--- config.mk ---
export PLATFORM = sky130hd
export DESIGN_NAME = dpu_top
export DESIGN_NICKNAME = d
export VERILOG_FILES = /design/src/core/dpu_pkg.sv /design/src/core/dpu_top.sv /design/src/core/dpu_scan.sv /design/src/core/dpu_dbuf.sv
export SDC_FILE = /design/constraint.sdc
export NUM_CORES = 1
export LEC_CHECK = 0
export BUFFER_PORTS_ARGS = -buffer_cell sky130_fd_sc_hd__buf_2
export CORE_ASPECT_RATIO = 1.5
export CORE_MARGIN = 4
export CORE_UTILIZATION = 60
export DETAILED_ROUTE_END_ITERATION = 10
export HOLD_SLACK_MARGIN = 0.03
export PLACE_DENSITY_LB_ADDON = 0.15
export SLEW_MARGIN = 10
export SYNTH_ARGS = -nofsm -noshare
export SYNTH_HDL_FRONTEND = slang
export SYNTH_HIERARCHICAL = 1
export SYNTH_SLANG_ARGS = --single-unit
--- constraint.sdc ---
create_clock -name mclk -period 4.5 [get_ports mclk]
set_input_delay 0.675 -clock mclk [delete_from_list [all_inputs] [get_ports mclk]]
set_output_delay 0.675 -clock mclk [all_outputs]
set_load 0.005 [all_outputs]
--- src/core/dpu_pkg.sv ---
// Shared constants and types for the director prefetch unit
package dpu_pkg;
  // APB register byte offsets
  localparam logic [7:0] OFS_STATUS = 8'h00;
  localparam logic [7:0] OFS_DIR_ADDR = 8'h04;
  localparam logic [7:0] OFS_COND_ADDR = 8'h08;
  localparam logic [7:0] OFS_DATA_ADDR = 8'h0C;
  localparam logic [7:0] OFS_OUT_REG = 8'h10;
  localparam logic [7:0] OFS_EXEC_CTRL = 8'h14;
  localparam logic [7:0] OFS_FUNC = 8'h20;
  // EXEC_CTRL write bits
  localparam int EXC_DONE_BIT = 0;
  localparam int EXC_COND_BIT = 1;
  // Function codes on the normal output channel
  localparam logic [15:0] FN_MCLEAR = 16'h0020;
  localparam logic [15:0] FN_LOAD = 16'h0018;
  localparam logic [15:0] FN_EXEC = 16'h0022;
  // Director function codes, first 15 bits of the first half
  localparam logic [14:0] OP_UBRANCH = 15'h0001;
  localparam logic [14:0] OP_CBRANCH = 15'h0002;
  localparam logic [14:0] OP_STOP = 15'h0003;
  localparam logic [14:0] OP_TERM = 15'h0004;
  localparam logic [14:0] OP_ADDR = 15'h0005;
  localparam logic [14:0] OP_DATA = 15'h0006;
  // Sizes
  localparam int ADDR_W = 16;
  localparam int MEM_AW = 12;
  localparam int WORD_W = 16;
  localparam int DIR_W = 32;
  localparam int BUF_DEPTH = 16;
  localparam int PTR_W = 4;
  // Status field positions
  localparam int ST_IN_PTR = 0;
  localparam int ST_OUT_PTR = 4;
  localparam int ST_EMPTY = 8;
  localparam int ST_FULL = 9;
  localparam int ST_LOADING = 10;
  localparam int ST_RUN = 11;
  localparam int ST_OUTV = 12;
  localparam int ST_BUSY = 13;
  localparam int ST_XFER = 14;
  localparam int ST_SKIP = 15;

  typedef enum logic [2:0] {
    F_FIRST,
    F_SECOND,
    F_UBR,
    F_ADDR_LO,
    F_ADDR_HI
  } dpu_fetch_t;

  typedef enum logic [1:0] {
    SRC_DATA,
    SRC_DIR,
    SRC_PROC
  } dpu_src_t;
endpackage

--- src/core/dpu_top.sv ---
// Director prefetch unit: address steering, director fetch, look-ahead and execution
//
// Summary of operation
// - Scanner priority: data references first, director fetches second, processor last except right after a director fetch.
// - With buffer full or loading stopped, processor gets every scanner slot not taken by a data reference.
// - Address elements are 16 bits; only the low 12 reach memory.
// - Director address drives memory by default and increments after every fetch but a branch's second word.
// - Executing an unconditional branch loads the director address from the director.
// - Conditional target is held; copied to director address only when condition met.
// - Data address loads from address director, drives transfers, increments per word.
// - Final address mux follows the grant: processor address or controller address.
// - Director buffer is a sixteen-entry, 32-bit circular queue with two pointers.
// - Full and empty flags from pointer increments; blocked side cannot move.
// - Channel 8 function 0020 empties the buffer and zeroes the director address.
// - Function 0018 starts or restarts loading from the current director address.
// - Function 0022 extracts oldest director; if empty, next loaded one executes.
// - Entries fill from two fetches, upper first; pointer advances after lower half.
// - First 15 bits of each first half are decoded during fetch.
// - Fetched unconditional branch skips buffer; its second word becomes director address.
// - Fetched stop director skips buffer, halts loading, director address plus one.
// - Fetched terminate is stored and pointer advanced at once; next word starts anew.
// - Address director takes two entries; next three words bypass the decode.
// - Next director is staged in the output register while current one executes.
// - Data director completes at setup; another data director waits for transfer end.
// - Executing an address director keeps its second entry from being decoded.
// - Terminate stops extraction; next 0022 resumes at the following entry.
`timescale 1ns/10ps
module dpu_top (
  input wire logic mclk,
  input wire logic arst_n,
  input wire logic psel,
  input wire logic penable,
  input wire logic pwrite,
  input wire logic [7:0] paddr,
  input wire logic [31:0] pwdata,
  output logic [31:0] prdata,
  output logic pready,
  output logic pslverr,
  output logic mem_req,
  output logic [dpu_pkg::MEM_AW-1:0] mem_addr,
  input wire logic mem_ack,
  input wire logic [dpu_pkg::WORD_W-1:0] mem_rdata,
  input wire logic proc_req,
  input wire logic [dpu_pkg::ADDR_W-1:0] proc_addr,
  output logic proc_ack,
  output logic [dpu_pkg::WORD_W-1:0] proc_rdata
);
  typedef struct packed {
    logic [31:0] prdata;
    logic pready;
    logic pslverr;
    logic [15:0] func;
    logic [15:0] dar;
    logic [15:0] cbar;
    logic [15:0] daddr;
    logic [15:0] wcnt;
    logic [31:0] outreg;
    logic outv;
    logic busy;
    logic xfer;
    logic run;
    logic loading;
    logic skip;
    dpu_pkg::dpu_fetch_t fst;
    logic mreq;
    logic [11:0] maddr;
    dpu_pkg::dpu_src_t msrc;
    logic dir_last;
    logic proc_ack;
    logic [15:0] proc_rdata;
  } dpu_st_t;

  dpu_st_t st_ff;
  dpu_st_t nxt_st;

  logic buf_clr;
  logic buf_we_hi;
  logic buf_we_lo;
  logic buf_adv_in;
  logic buf_adv_out;
  logic [31:0] buf_rdata;
  logic [3:0] buf_in_ptr;
  logic [3:0] buf_out_ptr;
  logic buf_full;
  logic buf_empty;
  logic gnt_data;
  logic gnt_dir;
  logic gnt_proc;
  logic dir_req;
  logic data_req;
  logic apb_setup;
  logic apb_wr;
  logic [14:0] fetch_op;
  logic [14:0] exec_op;
  logic started;
  logic [31:0] status;

  function automatic logic reg_mapped(input logic [7:0] a);
    reg_mapped = (a == dpu_pkg::OFS_STATUS) || (a == dpu_pkg::OFS_DIR_ADDR) ||
                 (a == dpu_pkg::OFS_COND_ADDR) || (a == dpu_pkg::OFS_DATA_ADDR) ||
                 (a == dpu_pkg::OFS_OUT_REG) || (a == dpu_pkg::OFS_EXEC_CTRL) ||
                 (a == dpu_pkg::OFS_FUNC);
  endfunction

  function automatic logic wr_hit(input logic en, input logic [7:0] a, input logic [7:0] ofs);
    wr_hit = en && (a == ofs);
  endfunction

  dpu_dbuf u_dbuf (
    .mclk(mclk),
    .arst_n(arst_n),
    .clr(buf_clr),
    .we_hi(buf_we_hi),
    .we_lo(buf_we_lo),
    .wdata(mem_rdata),
    .adv_in(buf_adv_in),
    .adv_out(buf_adv_out),
    .rdata(buf_rdata),
    .in_ptr(buf_in_ptr),
    .out_ptr(buf_out_ptr),
    .full(buf_full),
    .empty(buf_empty)
  );

  // no director request while full or stopped, so the processor gets every slot that data references leave
  assign dir_req = st_ff.loading && !buf_full;
  assign data_req = st_ff.xfer;

  dpu_scan u_scan (
    .idle(!st_ff.mreq),
    .data_req(data_req),
    .dir_req(dir_req),
    .proc_req(proc_req && !st_ff.proc_ack),
    .dir_last(st_ff.dir_last),
    .gnt_data(gnt_data),
    .gnt_dir(gnt_dir),
    .gnt_proc(gnt_proc)
  );

  always_comb begin
    status = 32'h0000_0000;
    status[dpu_pkg::ST_IN_PTR +: 4] = buf_in_ptr;
    status[dpu_pkg::ST_OUT_PTR +: 4] = buf_out_ptr;
    status[dpu_pkg::ST_EMPTY] = buf_empty;
    status[dpu_pkg::ST_FULL] = buf_full;
    status[dpu_pkg::ST_LOADING] = st_ff.loading;
    status[dpu_pkg::ST_RUN] = st_ff.run;
    status[dpu_pkg::ST_OUTV] = st_ff.outv;
    status[dpu_pkg::ST_BUSY] = st_ff.busy;
    status[dpu_pkg::ST_XFER] = st_ff.xfer;
    status[dpu_pkg::ST_SKIP] = st_ff.skip;
  end

  always_comb begin
    nxt_st = st_ff;
    buf_clr = 1'b0;
    buf_we_hi = 1'b0;
    buf_we_lo = 1'b0;
    buf_adv_in = 1'b0;
    buf_adv_out = 1'b0;
    started = 1'b0;
    fetch_op = mem_rdata[14:0];
    exec_op = st_ff.outreg[30:16];
    nxt_st.proc_ack = 1'b0;

    // APB: zero wait states, read data captured in the setup cycle
    apb_setup = psel && !penable;
    apb_wr = psel && penable && st_ff.pready && pwrite && !st_ff.pslverr;
    nxt_st.pready = apb_setup;
    nxt_st.pslverr = apb_setup && !reg_mapped(paddr);
    nxt_st.prdata = 32'h0000_0000;
    if (apb_setup && !pwrite) begin
      unique case (paddr)
        dpu_pkg::OFS_STATUS: nxt_st.prdata = status;
        dpu_pkg::OFS_DIR_ADDR: nxt_st.prdata = {16'h0000, st_ff.dar};
        dpu_pkg::OFS_COND_ADDR: nxt_st.prdata = {16'h0000, st_ff.cbar};
        dpu_pkg::OFS_DATA_ADDR: nxt_st.prdata = {16'h0000, st_ff.daddr};
        dpu_pkg::OFS_OUT_REG: nxt_st.prdata = st_ff.outreg;
        dpu_pkg::OFS_EXEC_CTRL: nxt_st.prdata = {16'h0000, st_ff.wcnt};
        dpu_pkg::OFS_FUNC: nxt_st.prdata = {16'h0000, st_ff.func};
        default: nxt_st.prdata = 32'h0000_0000;
      endcase
    end

    // Memory cycle: the request holds until the memory answers
    if (st_ff.mreq) begin
      if (mem_ack) begin
        nxt_st.mreq = 1'b0;
        nxt_st.dir_last = (st_ff.msrc == dpu_pkg::SRC_DIR);
        unique case (st_ff.msrc)
          dpu_pkg::SRC_DATA: begin
            // one increment per transferred word until the count runs out
            nxt_st.daddr = st_ff.daddr + 16'h0001;
            nxt_st.wcnt = st_ff.wcnt - 16'h0001;
            if (st_ff.wcnt <= 16'h0001) begin
              nxt_st.xfer = 1'b0;
            end
          end
          dpu_pkg::SRC_DIR: begin
            // A word still in flight at master clear is dropped
            if (st_ff.loading) begin
              nxt_st.dar = st_ff.dar + 16'h0001;
              unique case (st_ff.fst)
                dpu_pkg::F_FIRST: begin
                  // function code decoded before the word is stored
                  if (fetch_op == dpu_pkg::OP_UBRANCH) begin
                    nxt_st.fst = dpu_pkg::F_UBR;
                  end else if (fetch_op == dpu_pkg::OP_STOP) begin
                    // halt loading, address already advanced by one
                    nxt_st.loading = 1'b0;
                  end else begin
                    buf_we_hi = 1'b1;
                    if (fetch_op == dpu_pkg::OP_TERM) begin
                      buf_adv_in = 1'b1;
                    end else if (fetch_op == dpu_pkg::OP_ADDR) begin
                      // next three words bypass the decode
                      nxt_st.fst = dpu_pkg::F_ADDR_LO;
                    end else begin
                      nxt_st.fst = dpu_pkg::F_SECOND;
                    end
                  end
                end
                dpu_pkg::F_SECOND: begin
                  // pointer moves once the lower half is stored
                  buf_we_lo = 1'b1;
                  buf_adv_in = 1'b1;
                  nxt_st.fst = dpu_pkg::F_FIRST;
                end
                dpu_pkg::F_UBR: begin
                  // second word becomes the fetch address
                  nxt_st.dar = mem_rdata;
                  nxt_st.fst = dpu_pkg::F_FIRST;
                end
                dpu_pkg::F_ADDR_LO: begin
                  buf_we_lo = 1'b1;
                  buf_adv_in = 1'b1;
                  nxt_st.fst = dpu_pkg::F_ADDR_HI;
                end
                dpu_pkg::F_ADDR_HI: begin
                  buf_we_hi = 1'b1;
                  nxt_st.fst = dpu_pkg::F_SECOND;
                end
                default: nxt_st.fst = dpu_pkg::F_FIRST;
              endcase
            end
          end
          dpu_pkg::SRC_PROC: begin
            nxt_st.proc_ack = 1'b1;
            nxt_st.proc_rdata = mem_rdata;
          end
          default: nxt_st.mreq = 1'b0;
        endcase
      end
    end else if (gnt_data || gnt_dir || gnt_proc) begin
      nxt_st.mreq = 1'b1;
      // processor address only on a processor grant
      // low 12 bits of the 16-bit address reach memory
      if (gnt_proc) begin
        nxt_st.msrc = dpu_pkg::SRC_PROC;
        nxt_st.maddr = proc_addr[11:0];
      end else if (gnt_data) begin
        nxt_st.msrc = dpu_pkg::SRC_DATA;
        nxt_st.maddr = st_ff.daddr[11:0];
      end else begin
        nxt_st.msrc = dpu_pkg::SRC_DIR;
        nxt_st.maddr = st_ff.dar[11:0];
      end
    end

    // Execution stage: the director in the output register starts when allowed
    if (st_ff.outv && !st_ff.busy && !(exec_op == dpu_pkg::OP_DATA && st_ff.xfer)) begin
      started = 1'b1;
      nxt_st.outv = 1'b0;
      if (exec_op == dpu_pkg::OP_UBRANCH) begin
        // new fetch address straight from the director
        nxt_st.dar = st_ff.outreg[15:0];
      end else if (exec_op == dpu_pkg::OP_CBRANCH) begin
        // target held until the condition is reported
        nxt_st.cbar = st_ff.outreg[15:0];
      end else if (exec_op == dpu_pkg::OP_TERM) begin
        // no further extraction until the next execute function
        nxt_st.run = 1'b0;
      end else if (exec_op == dpu_pkg::OP_ADDR) begin
        // next entry is operand, not a director
        nxt_st.skip = 1'b1;
      end else if (exec_op == dpu_pkg::OP_DATA) begin
        // complete once count and address are set up
        nxt_st.wcnt = st_ff.outreg[15:0];
        nxt_st.xfer = (st_ff.outreg[15:0] != 16'h0000);
      end else begin
        nxt_st.busy = 1'b1;
      end
    end

    // stage the next director while the current one executes
    // waits in run state until a director is loaded
    if (st_ff.run && !st_ff.outv && !buf_empty) begin
      buf_adv_out = 1'b1;
      if (st_ff.skip) begin
        // data address from the address field of the second entry
        nxt_st.daddr = buf_rdata[31:16];
        nxt_st.skip = 1'b0;
      end else begin
        nxt_st.outreg = buf_rdata;
        nxt_st.outv = 1'b1;
      end
    end

    if (wr_hit(apb_wr, paddr, dpu_pkg::OFS_EXEC_CTRL)) begin
      // A director starting in this cycle keeps busy: the set wins over the clear
      if (pwdata[dpu_pkg::EXC_DONE_BIT] && !started) begin
        nxt_st.busy = 1'b0;
      end
      // condition met, the held target becomes the fetch address
      if (pwdata[dpu_pkg::EXC_COND_BIT]) begin
        nxt_st.dar = st_ff.cbar;
      end
    end

    if (wr_hit(apb_wr, paddr, dpu_pkg::OFS_FUNC)) begin
      nxt_st.func = pwdata[15:0];
      if (pwdata[15:0] == dpu_pkg::FN_MCLEAR) begin
        // empty buffer and halt loading; the next load fetches from location zero
        buf_clr = 1'b1;
        buf_adv_out = 1'b0;
        nxt_st.dar = 16'h0000;
        nxt_st.loading = 1'b0;
        nxt_st.run = 1'b0;
        nxt_st.outv = 1'b0;
        nxt_st.busy = 1'b0;
        nxt_st.skip = 1'b0;
        nxt_st.fst = dpu_pkg::F_FIRST;
      end else if (pwdata[15:0] == dpu_pkg::FN_LOAD) begin
        // resume from the current director address
        nxt_st.loading = 1'b1;
      end else if (pwdata[15:0] == dpu_pkg::FN_EXEC) begin
        nxt_st.run = 1'b1;
      end
    end
  end

  always_ff @(posedge mclk or negedge arst_n) begin
    if (!arst_n) begin
      st_ff <= '0;
    end else begin
      st_ff <= nxt_st;
    end
  end

  assign prdata = st_ff.prdata;
  assign pready = st_ff.pready;
  assign pslverr = st_ff.pslverr;
  assign mem_req = st_ff.mreq;
  assign mem_addr = st_ff.maddr;
  assign proc_ack = st_ff.proc_ack;
  assign proc_rdata = st_ff.proc_rdata;
endmodule

--- src/core/dpu_scan.sv ---
// Memory scanner grant selection for data, director and processor references
`timescale 1ns/10ps
module dpu_scan (
  input wire logic idle,
  input wire logic data_req,
  input wire logic dir_req,
  input wire logic proc_req,
  input wire logic dir_last,
  output logic gnt_data,
  output logic gnt_dir,
  output logic gnt_proc
);
  always_comb begin
    gnt_data = 1'b0;
    gnt_dir = 1'b0;
    gnt_proc = 1'b0;
    if (idle) begin
      if (data_req) begin
        gnt_data = 1'b1;
      end else if (dir_req && !(proc_req && dir_last)) begin
        // Directors yield one slot after each fetch so the processor is never starved
        gnt_dir = 1'b1;
      end else if (proc_req) begin
        gnt_proc = 1'b1;
      end
    end
  end
endmodule

--- src/core/dpu_dbuf.sv ---
// Circular director buffer, sixteen 32-bit entries with full and empty flags
`timescale 1ns/10ps
module dpu_dbuf (
  input wire logic mclk,
  input wire logic arst_n,
  input wire logic clr,
  input wire logic we_hi,
  input wire logic we_lo,
  input wire logic [dpu_pkg::WORD_W-1:0] wdata,
  input wire logic adv_in,
  input wire logic adv_out,
  output logic [dpu_pkg::DIR_W-1:0] rdata,
  output logic [dpu_pkg::PTR_W-1:0] in_ptr,
  output logic [dpu_pkg::PTR_W-1:0] out_ptr,
  output logic full,
  output logic empty
);
  typedef struct packed {
    logic [dpu_pkg::PTR_W-1:0] in_ptr;
    logic [dpu_pkg::PTR_W-1:0] out_ptr;
    logic full;
    logic empty;
  } dpu_bst_t;

  dpu_bst_t st_ff;
  dpu_bst_t nxt_st;
  logic [dpu_pkg::DIR_W-1:0] mem [dpu_pkg::BUF_DEPTH];
  logic in_ok;
  logic out_ok;

  always_ff @(posedge mclk) begin
    if (we_hi && !st_ff.full) begin
      mem[st_ff.in_ptr][31:16] <= wdata;
    end
    if (we_lo && !st_ff.full) begin
      mem[st_ff.in_ptr][15:0] <= wdata;
    end
  end

  always_comb begin
    nxt_st = st_ff;
    // a full buffer freezes the input side, an empty one the output side
    in_ok = adv_in && !st_ff.full;
    out_ok = adv_out && !st_ff.empty;
    if (in_ok) begin
      nxt_st.in_ptr = st_ff.in_ptr + 4'h1;
    end
    if (out_ok) begin
      nxt_st.out_ptr = st_ff.out_ptr + 4'h1;
    end
    // flags set by the increment that makes the pointers equal
    if (in_ok && !out_ok) begin
      nxt_st.full = (st_ff.in_ptr + 4'h1) == st_ff.out_ptr;
      nxt_st.empty = 1'b0;
    end else if (out_ok && !in_ok) begin
      nxt_st.empty = (st_ff.out_ptr + 4'h1) == st_ff.in_ptr;
      nxt_st.full = 1'b0;
    end
    if (clr) begin
      nxt_st = '0;
      nxt_st.empty = 1'b1;
    end
  end

  always_ff @(posedge mclk or negedge arst_n) begin
    if (!arst_n) begin
      st_ff <= '{in_ptr: 4'h0, out_ptr: 4'h0, full: 1'b0, empty: 1'b1};
    end else begin
      st_ff <= nxt_st;
    end
  end

  assign rdata = mem[st_ff.out_ptr];
  assign in_ptr = st_ff.in_ptr;
  assign out_ptr = st_ff.out_ptr;
  assign full = st_ff.full;
  assign empty = st_ff.empty;
endmodule

==> run metrics, run 1 <==
Cell Pwr Density=between 400 and 500 nW/um^2; placed cell area=about 31000 sq um; CP Capture Type=flip-flop; clock sink total=710; worst slew pin tran=approximately 1200 ps; status=complete, no violations; Setup Crit Path Kind=flip-flop to flip-flop; clock root buffer=clkbuf_16; top_reg_cell synth=edfxtp_1; first-pass GRT wire length=~120000 um; worst path required time=approximately 5000 ps; Period minus WS final=3318 ps; Final GP Congestion=~0.98; number of synthesized register bits=a little over 700; RSZ-0062 raised after global routing=no; remaining antenna violation count=0; Max Freq=between 0.3 and 0.4 GHz; LEAKAGE=0.01309 uW; setup TNS=0 ps; skew final=between 15 and 20 ps; fin crit share=about three quarters; Ports=around 140; Ant. Diodes=0; Initial DRC Count=1922; Peak VDD IR=around 0.00043 V; routed len/inst=~27 um; CTS Buf Count=a little over 60; Synth cell types=between 70 and 80; Clk Latency, worst-skew pair=approximately 620 ps; Routed WL=roughly 78000 um; all-layer global routing usage=between 20 and 30%; Mapped Avg Cell Area=about 15 sq um; Max Root-Sink Buffers=3; core area=around 50000 sq um; # resized after CTS=0; cell count after synthesis=2050; Detail Placement HPWL=a little over 50000 um; TritonCTS clock tree=done; largest net degree at the start of global routing=~110; 1st-pass router iterations=9; post-CTS setup buffers=0; synth warn=6; area of the mapped netlist=between 30000 and 40000 sq um; Vias per Instance=about 6.4; overflow left after global routing=0; number of synthesized flops with an enable pin=approximately 510; most common cell after layout, fill and taps aside=edfxtp_1; Buffers on Ports=roughly 120; largest fanout on the critical path=6; vias in the first global route=between 15000 and 20000; clock slew at the register clock pins of the worst setup and hold paths=about 70 ps; worst hold path class=primary input to async pin; Starting Density=between 60% and 70%; layout cells sized above 1=between 10% and 20%; Startpoint Class=flip-flop; CTS hold repair buffers=0; final number of hold-violating endpoints=0; Final #Nets=between 2000 and 2500; Die Height=between 200 and 300 um; final instance area=between 30000 and 40000 sq um; syn_nets=~2100; Area Growth Syn to Fin=9.724%; async set or reset register ratio after synthesis=between 20% and 30%; sequential-to-total area share from yosys stat=67.01%; most frequent cells in the layout=512 x edfxtp_1, 195 x dfrtp_1, 149 x nand2_1; initial antenna violation count=0; Final Slew Violations=0; num rows=100; die area=roughly 54000 sq um; Arrival @ worst endpoint=~3800 ps; slew margin rel.=a little over a fifth; H-tree Lvls=2; final routed DRC violation total=0; max_cap viols=0; setup violators final=0; via count=18228; Die Width=191.6 um
==> worst max-delay path, stage by stage, from the launching register on <==
cell and delay (ps):
dfrtp_1 510, nor4_1 320, nand4_1 410, nor3_1 360
nand3_1 120, a21oi_1 140, nor2b_1 440, ha_1 350
nor2_1 160, nand2_1 70, o41ai_1 340
==> sequential cells by signal, summed over array words and instances, names as in the netlist, 4 cells and up <==
signal / flops
u_dbuf/in_ptr: 4
exec_op: 15
u_dbuf/mem: 512
u_dbuf/out_ptr: 4
mem_addr: 12
proc_rdata: 16
st_ff: 108
prdata: 32
==> synth_stat cells (10+ instances only) <==
library cell	instances	share of area, %
edfxtp_1	512	51
dfrtp_1	197	16
nand2_1	149	1.8
mux2i_1	146	4.8
nor2_1	105	1.3
o21ai_0	101	1.7
a21oi_1	79	1.3
buf_4	68	1.7
a221oi_1	64	1.8
mux4_2	62	4.6
mux2_2	60	2.2
clkbuf_1	57	0.71
a22oi_1	34	0.84
buf_2	33	0.54
a222oi_1	32	1.1
inv_1	30	0.37
nor3_1	28	0.46
xnor2_1	28	0.81
nor4_1	22	0.45
and2_1	20	0.41
nand4_1	19	0.39
a22o_1	17	0.49
xor2_1	16	0.46
buf_6	14	0.52
nand3_1	14	0.23
nand2b_1	12	0.25
a31oi_1	11	0.23
ha_1	10	0.41
nor2b_1	10	0.21
==> metal layers <==
layer | up-vias | GRT usage (%) | wire, um
met3 | 162 | 3.335 | 4683
met2 | 735 | 47.27 | 38770
met4 | 0 | 12.76 | 4153
met5 | - | 0 | 0
li1 | 8053 | - | -
met1 | 9278 | 38.64 | 30070
==> logic make-up (layout without fill, tap and decap cells) <==
logic type / count (synthesis) / count (layout) / synth area share, %
flops: 710 / 710 / 67.01
simple gates: 437 / 437 / 7.208
compound gates: 371 / 371 / 8.305
mux: 271 / 271 / 11.86
buf+inv: 207 / 340 / 3.942
xor+xnor: 44 / 44 / 1.270
fa+ha+maj: 10 / 10 / 0.4124
==> area by class of cell <==
cell class / instances / area (sq um)
multi-input cells: 1133 / 8861
fillers: 3599 / 16510
well taps: 663 / 829.5
repair buffers: 195 / 1217
flip-flops and latches: 710 / 20340
inverters: 31 / 116.4
clock inverters: 43 / 344.1
clock buffers: 71 / 1588
==> worst paths after layout <==
path                                       to  slack, ps     startpoint  depth (start not counted)
max                              u_dbuf/empty       1180      st_ff[35]                         10
min                                 st_ff[75]        190         arst_n                          1
max reg2reg                      u_dbuf/empty       1180      st_ff[35]                         10
min reg2reg                     proc_rdata[2]        470  proc_rdata[2]                          2
max in group asynchronous       proc_rdata[7]       3280         arst_n                          2
min in group mclk          u_dbuf/mem[10][27]        300  mem_rdata[11]                          1
==> through the flow <==
stage          worst slack (ps)  std cells  hold slack (ps)  utilization [%]  total power (uW)
2_1_floorplan             838.1       2050            379.4                -              7962
3_3_place_gp              715.2       2732            456.1            62.97              8370
3_5_place_dp              623.4       2732            459.4            62.97              8408
4_1_cts                    1228       2846            208.1            66.85             13450
5_1_grt                   942.5       2846            241.7            66.85             13820
6_report                   1182       2846            187.9            66.85             13360
==> power breakdown <==
part           leakage, uW  switching (uW)  internal (uW)
logic              0.00499             490            320
registers          0.00717             306           7170
clock network     0.000934            2320           2760
total               0.0131            3110          10200
Power figures use the tool's default switching activity.
==> run 2: changes to the inputs <==
--- a/config.mk
+++ b/config.mk
@@ -5,10 +5,11 @@
 export SDC_FILE = /design/constraint.sdc
 export NUM_CORES = 1
 export LEC_CHECK = 0
+export ABC_AREA = 1
 export BUFFER_PORTS_ARGS = -buffer_cell sky130_fd_sc_hd__buf_2
 export CORE_ASPECT_RATIO = 1.5
 export CORE_MARGIN = 4
-export CORE_UTILIZATION = 60
+export CORE_UTILIZATION = 56
 export DETAILED_ROUTE_END_ITERATION = 10
 export HOLD_SLACK_MARGIN = 0.03
 export PLACE_DENSITY_LB_ADDON = 0.15
==> constraint.sdc (replaced) <==
create_clock -name mclk -period 2.7 [get_ports mclk]
set_input_delay 0.405 -clock mclk [delete_from_list [all_inputs] [get_ports mclk]]
set_output_delay 0.405 -clock mclk [all_outputs]
set_load 0.005 [all_outputs]
==> run metrics, run 2 <==
number of synthesized flops with an enable pin=512 (unchanged); Finished Layout Cells=4179 (+47%); clock root buffer=clkbuf_16; Vias per Instance=5.741 (-10%); overflow left after global routing=0 (unchanged); largest fanout on the critical path=16 (+10); fin crit share=93.45% (+20 points); cell taking the most area after synthesis=edfxtp_1; Initial DRC Count=2316 (+20%); max reg flops=512 (unchanged); Period minus WS final=2523 ps (-795.2 ps); Area Growth Syn to Fin=12.50%; final routed DRC violation total=0 (unchanged); worst path required time=3000 ps (-2000 ps); number of synthesized register bits=710 (unchanged); num rows=107 (+7.0%); layout cells sized above 1=11.74% (-8.2 points); post-synthesis compound-gate area fraction=8.214% (-0.091 points); Die Height=301.1 um (+6.2%); Worst Hold Slack=61.85 ps (-126.0 ps); Slowest cell on crit path=dfrtp_1; Max Freq=0.3963 GHz (+32%); Buffers on Ports=122 (unchanged); vias in the first global route=23437 (+31%); TritonCTS clock tree=done; Starting Density=56.51% (-4.4 points); routed len/inst=22.90 um (-16%); Synth cell types=46 (-41%); 1st-pass router iterations=7 (-2); slew margin rel.=45.12% (+24 points); CTS Buf Count=69 (+13%); Arrival @ worst endpoint=2830 ps (-990 ps); Setup WS pre-CTS=124.2 ps (-499.2 ps); Cell Pwr Density=904.9 nW/um^2 (+130%); top cells by count, synth=757 x nand2_1, 512 x edfxtp_1, 451 x nor2_1, 280 x nand3_1, 263 x o21ai_0; setup violators final=0 (unchanged); Yosys top cell area share=47.93% (-2.7 points); XOR/XNOR Fraction of Synth Area=0.4369% (-0.83 points); final number of hold-violating endpoints=0 (unchanged); Simple-Gate Fraction of Synth Area=20.76% (+14 points); status=complete, no violations; Routed WL=95690 um (+23%); mux contribution to synthesized area=0% (-12 points); setup TNS=0 ps (unchanged); worst slew pin tran=822.3 ps (-353.8 ps); syn_nets=3345 (+56%); CP Capture Type=flip-flop; initial antenna violation count=1 (+1); area of the mapped netlist=32080 sq um (+5.7%); combinational family with the most area after synthesis=simple AND/OR/NAND/NOR gates; Ports=143 (unchanged); die area=61250 sq um (+13%); Synth area leaders=edfxtp_1 48%, dfrtp_1 15%, nand2_1 8.9%, nor2_1 5.3%, nand3_1 4.4%; most common cell after layout, fill and taps aside=nand2_1; largest net degree at the start of global routing=131 (+21%); Peak VDD IR=0.0007453 V (+72%); Detail Placement HPWL=65990 um (+28%); most frequent cells in the layout=756 x nand2_1, 512 x edfxtp_1, 450 x nor2_1; Final Slew Violations=0 (unchanged); Crit path largest cell delay=400 ps (-110 ps); async set or reset register ratio after synthesis=27.89% (unchanged); all-layer global routing usage=31.03% (+2.4 points); clock sink total=710 (unchanged); worst path cell trace=inv_1, nand2_1, nor2_4, nand2_2, nor3_1, o21ai_0, a21oi_1, nand2_1, buf_12, nor2_1, buf_12; H-tree Lvls=3 (+1); max_cap viols=0 (unchanged); remaining antenna violation count=0 (unchanged); first-pass GRT wire length=142100 um (+23%); RSZ-0062 raised after global routing=no; Setup Crit Path Kind=flip-flop to flip-flop; Final #Nets=3450 (+55%); Synth Area in Adders=0.3900% (-0.022 points); via count=23991 (+32%); core area=56760 sq um (+14%); final worst setup slack=176.7 ps (-1005 ps); Die Width=203.4 um (+6.2%); Clk Latency, worst-skew pair=610 ps (about the same); clock slew at the register clock pins of the worst setup and hold paths=60 ps (about the same); Startpoint Class=flip-flop; count leader, synth=nand2_1; sequential-to-total area share from yosys stat=63.38% (-3.6 points); Mapped Avg Cell Area=9.852 sq um (-33%); Final Core Density=63.58% (-3.3 points); top_reg_cell synth=edfxtp_1; cell count after synthesis=3256 (+59%); skew final=23.39 ps (+3.749 ps); Max Root-Sink Buffers=3 (unchanged); worst hold path class=primary input to flip-flop; Most flops, register=u_dbuf/mem; Placed Cells incl. Taps=4049 (+48%); synth warn=6 (unchanged); LEAKAGE=0.01446 uW (+10%); Final GP Congestion=1.010 (+2.9%)
==> run 2: worst paths after layout <==
kind | startpoint | to | slack, ps | cells past startpoint
max in group asynchronous | arst_n | st_ff[131] | 1640 | 3
min reg2reg | proc_rdata[8] | proc_rdata[8] | 470 | 2
max reg2reg | st_ff[19] | u_dbuf/mem[5][31] | 180 | 11
min in group asynchronous | arst_n | st_ff[83] | 340 | 2
min | psel | pready | 60 | 3
max | st_ff[19] | u_dbuf/mem[5][31] | 180 | 11
==> run 2: what timing repair did <==
item / 4_1_cts / 5_1_grt
endpoints found under the setup margin: 0 / 120
resized for setup: 0 / 2
setup buffers: 0 / 0
hold buffers: 4 / 0
endpoints found under the hold margin: 56 / 0
==> run 2: worst max-delay path: cells and delay by family, from the launching register on <==
family	cells	cell delay [ps]
compound gates	2	300
buf+inv	3	490
flops	1	400
simple gates	6	1010
==> run 2: metrics by stage <==
| stage | instance area, sq um | total power [uW] |
|---|---|---|
| detailed placement | 33900 | 23420 |
| global placement | 33900 | 23210 |
| floorplan | 32080 | 19840 |
| finish | 36090 | 32650 |
| CTS | 36080 | 32700 |
| global route | 36090 | 34350 |
==> run 2: power by group <==
part,switching (uW),internal (uW),total (uW)
registers,818,12300,13100
logic,7170,3050,10200
clock network,4160,5160,9320
total,12100,20500,32700
==> run 2: kinds of logic after synthesis <==
family / count (synthesis)
and+or+nand+nor: 1590
DFF: 710
AOI/OAI and AO/OA: 480
buffers and inverters: 450
xor gates and xnor gates: 16
adders and majority gates: 10
==> run 2: per-layer routing <==
metal | up-vias | GRT usage, % | part of all wire (%)
met5 | - | 0 | 0
met4 | 0 | 17.79 | 6.6
met3 | 256 | 4.485 | 6.5
met2 | 1065 | 53.42 | 50
met1 | 11520 | 37.42 | 36
li1 | 11150 | - | -
==> run 2: cell type report <==
class / count / area (sq um)
multi-input combinational: 2096 / 9575
fill: 4663 / 20680
tap: 763 / 954.7
clock buffer: 88 / 1841
sequential: 710 / 20340
clock inverter: 37 / 297.8
timing repair buffer: 250 / 2191
antenna: 1 / 2.502
inverter: 234 / 887.1
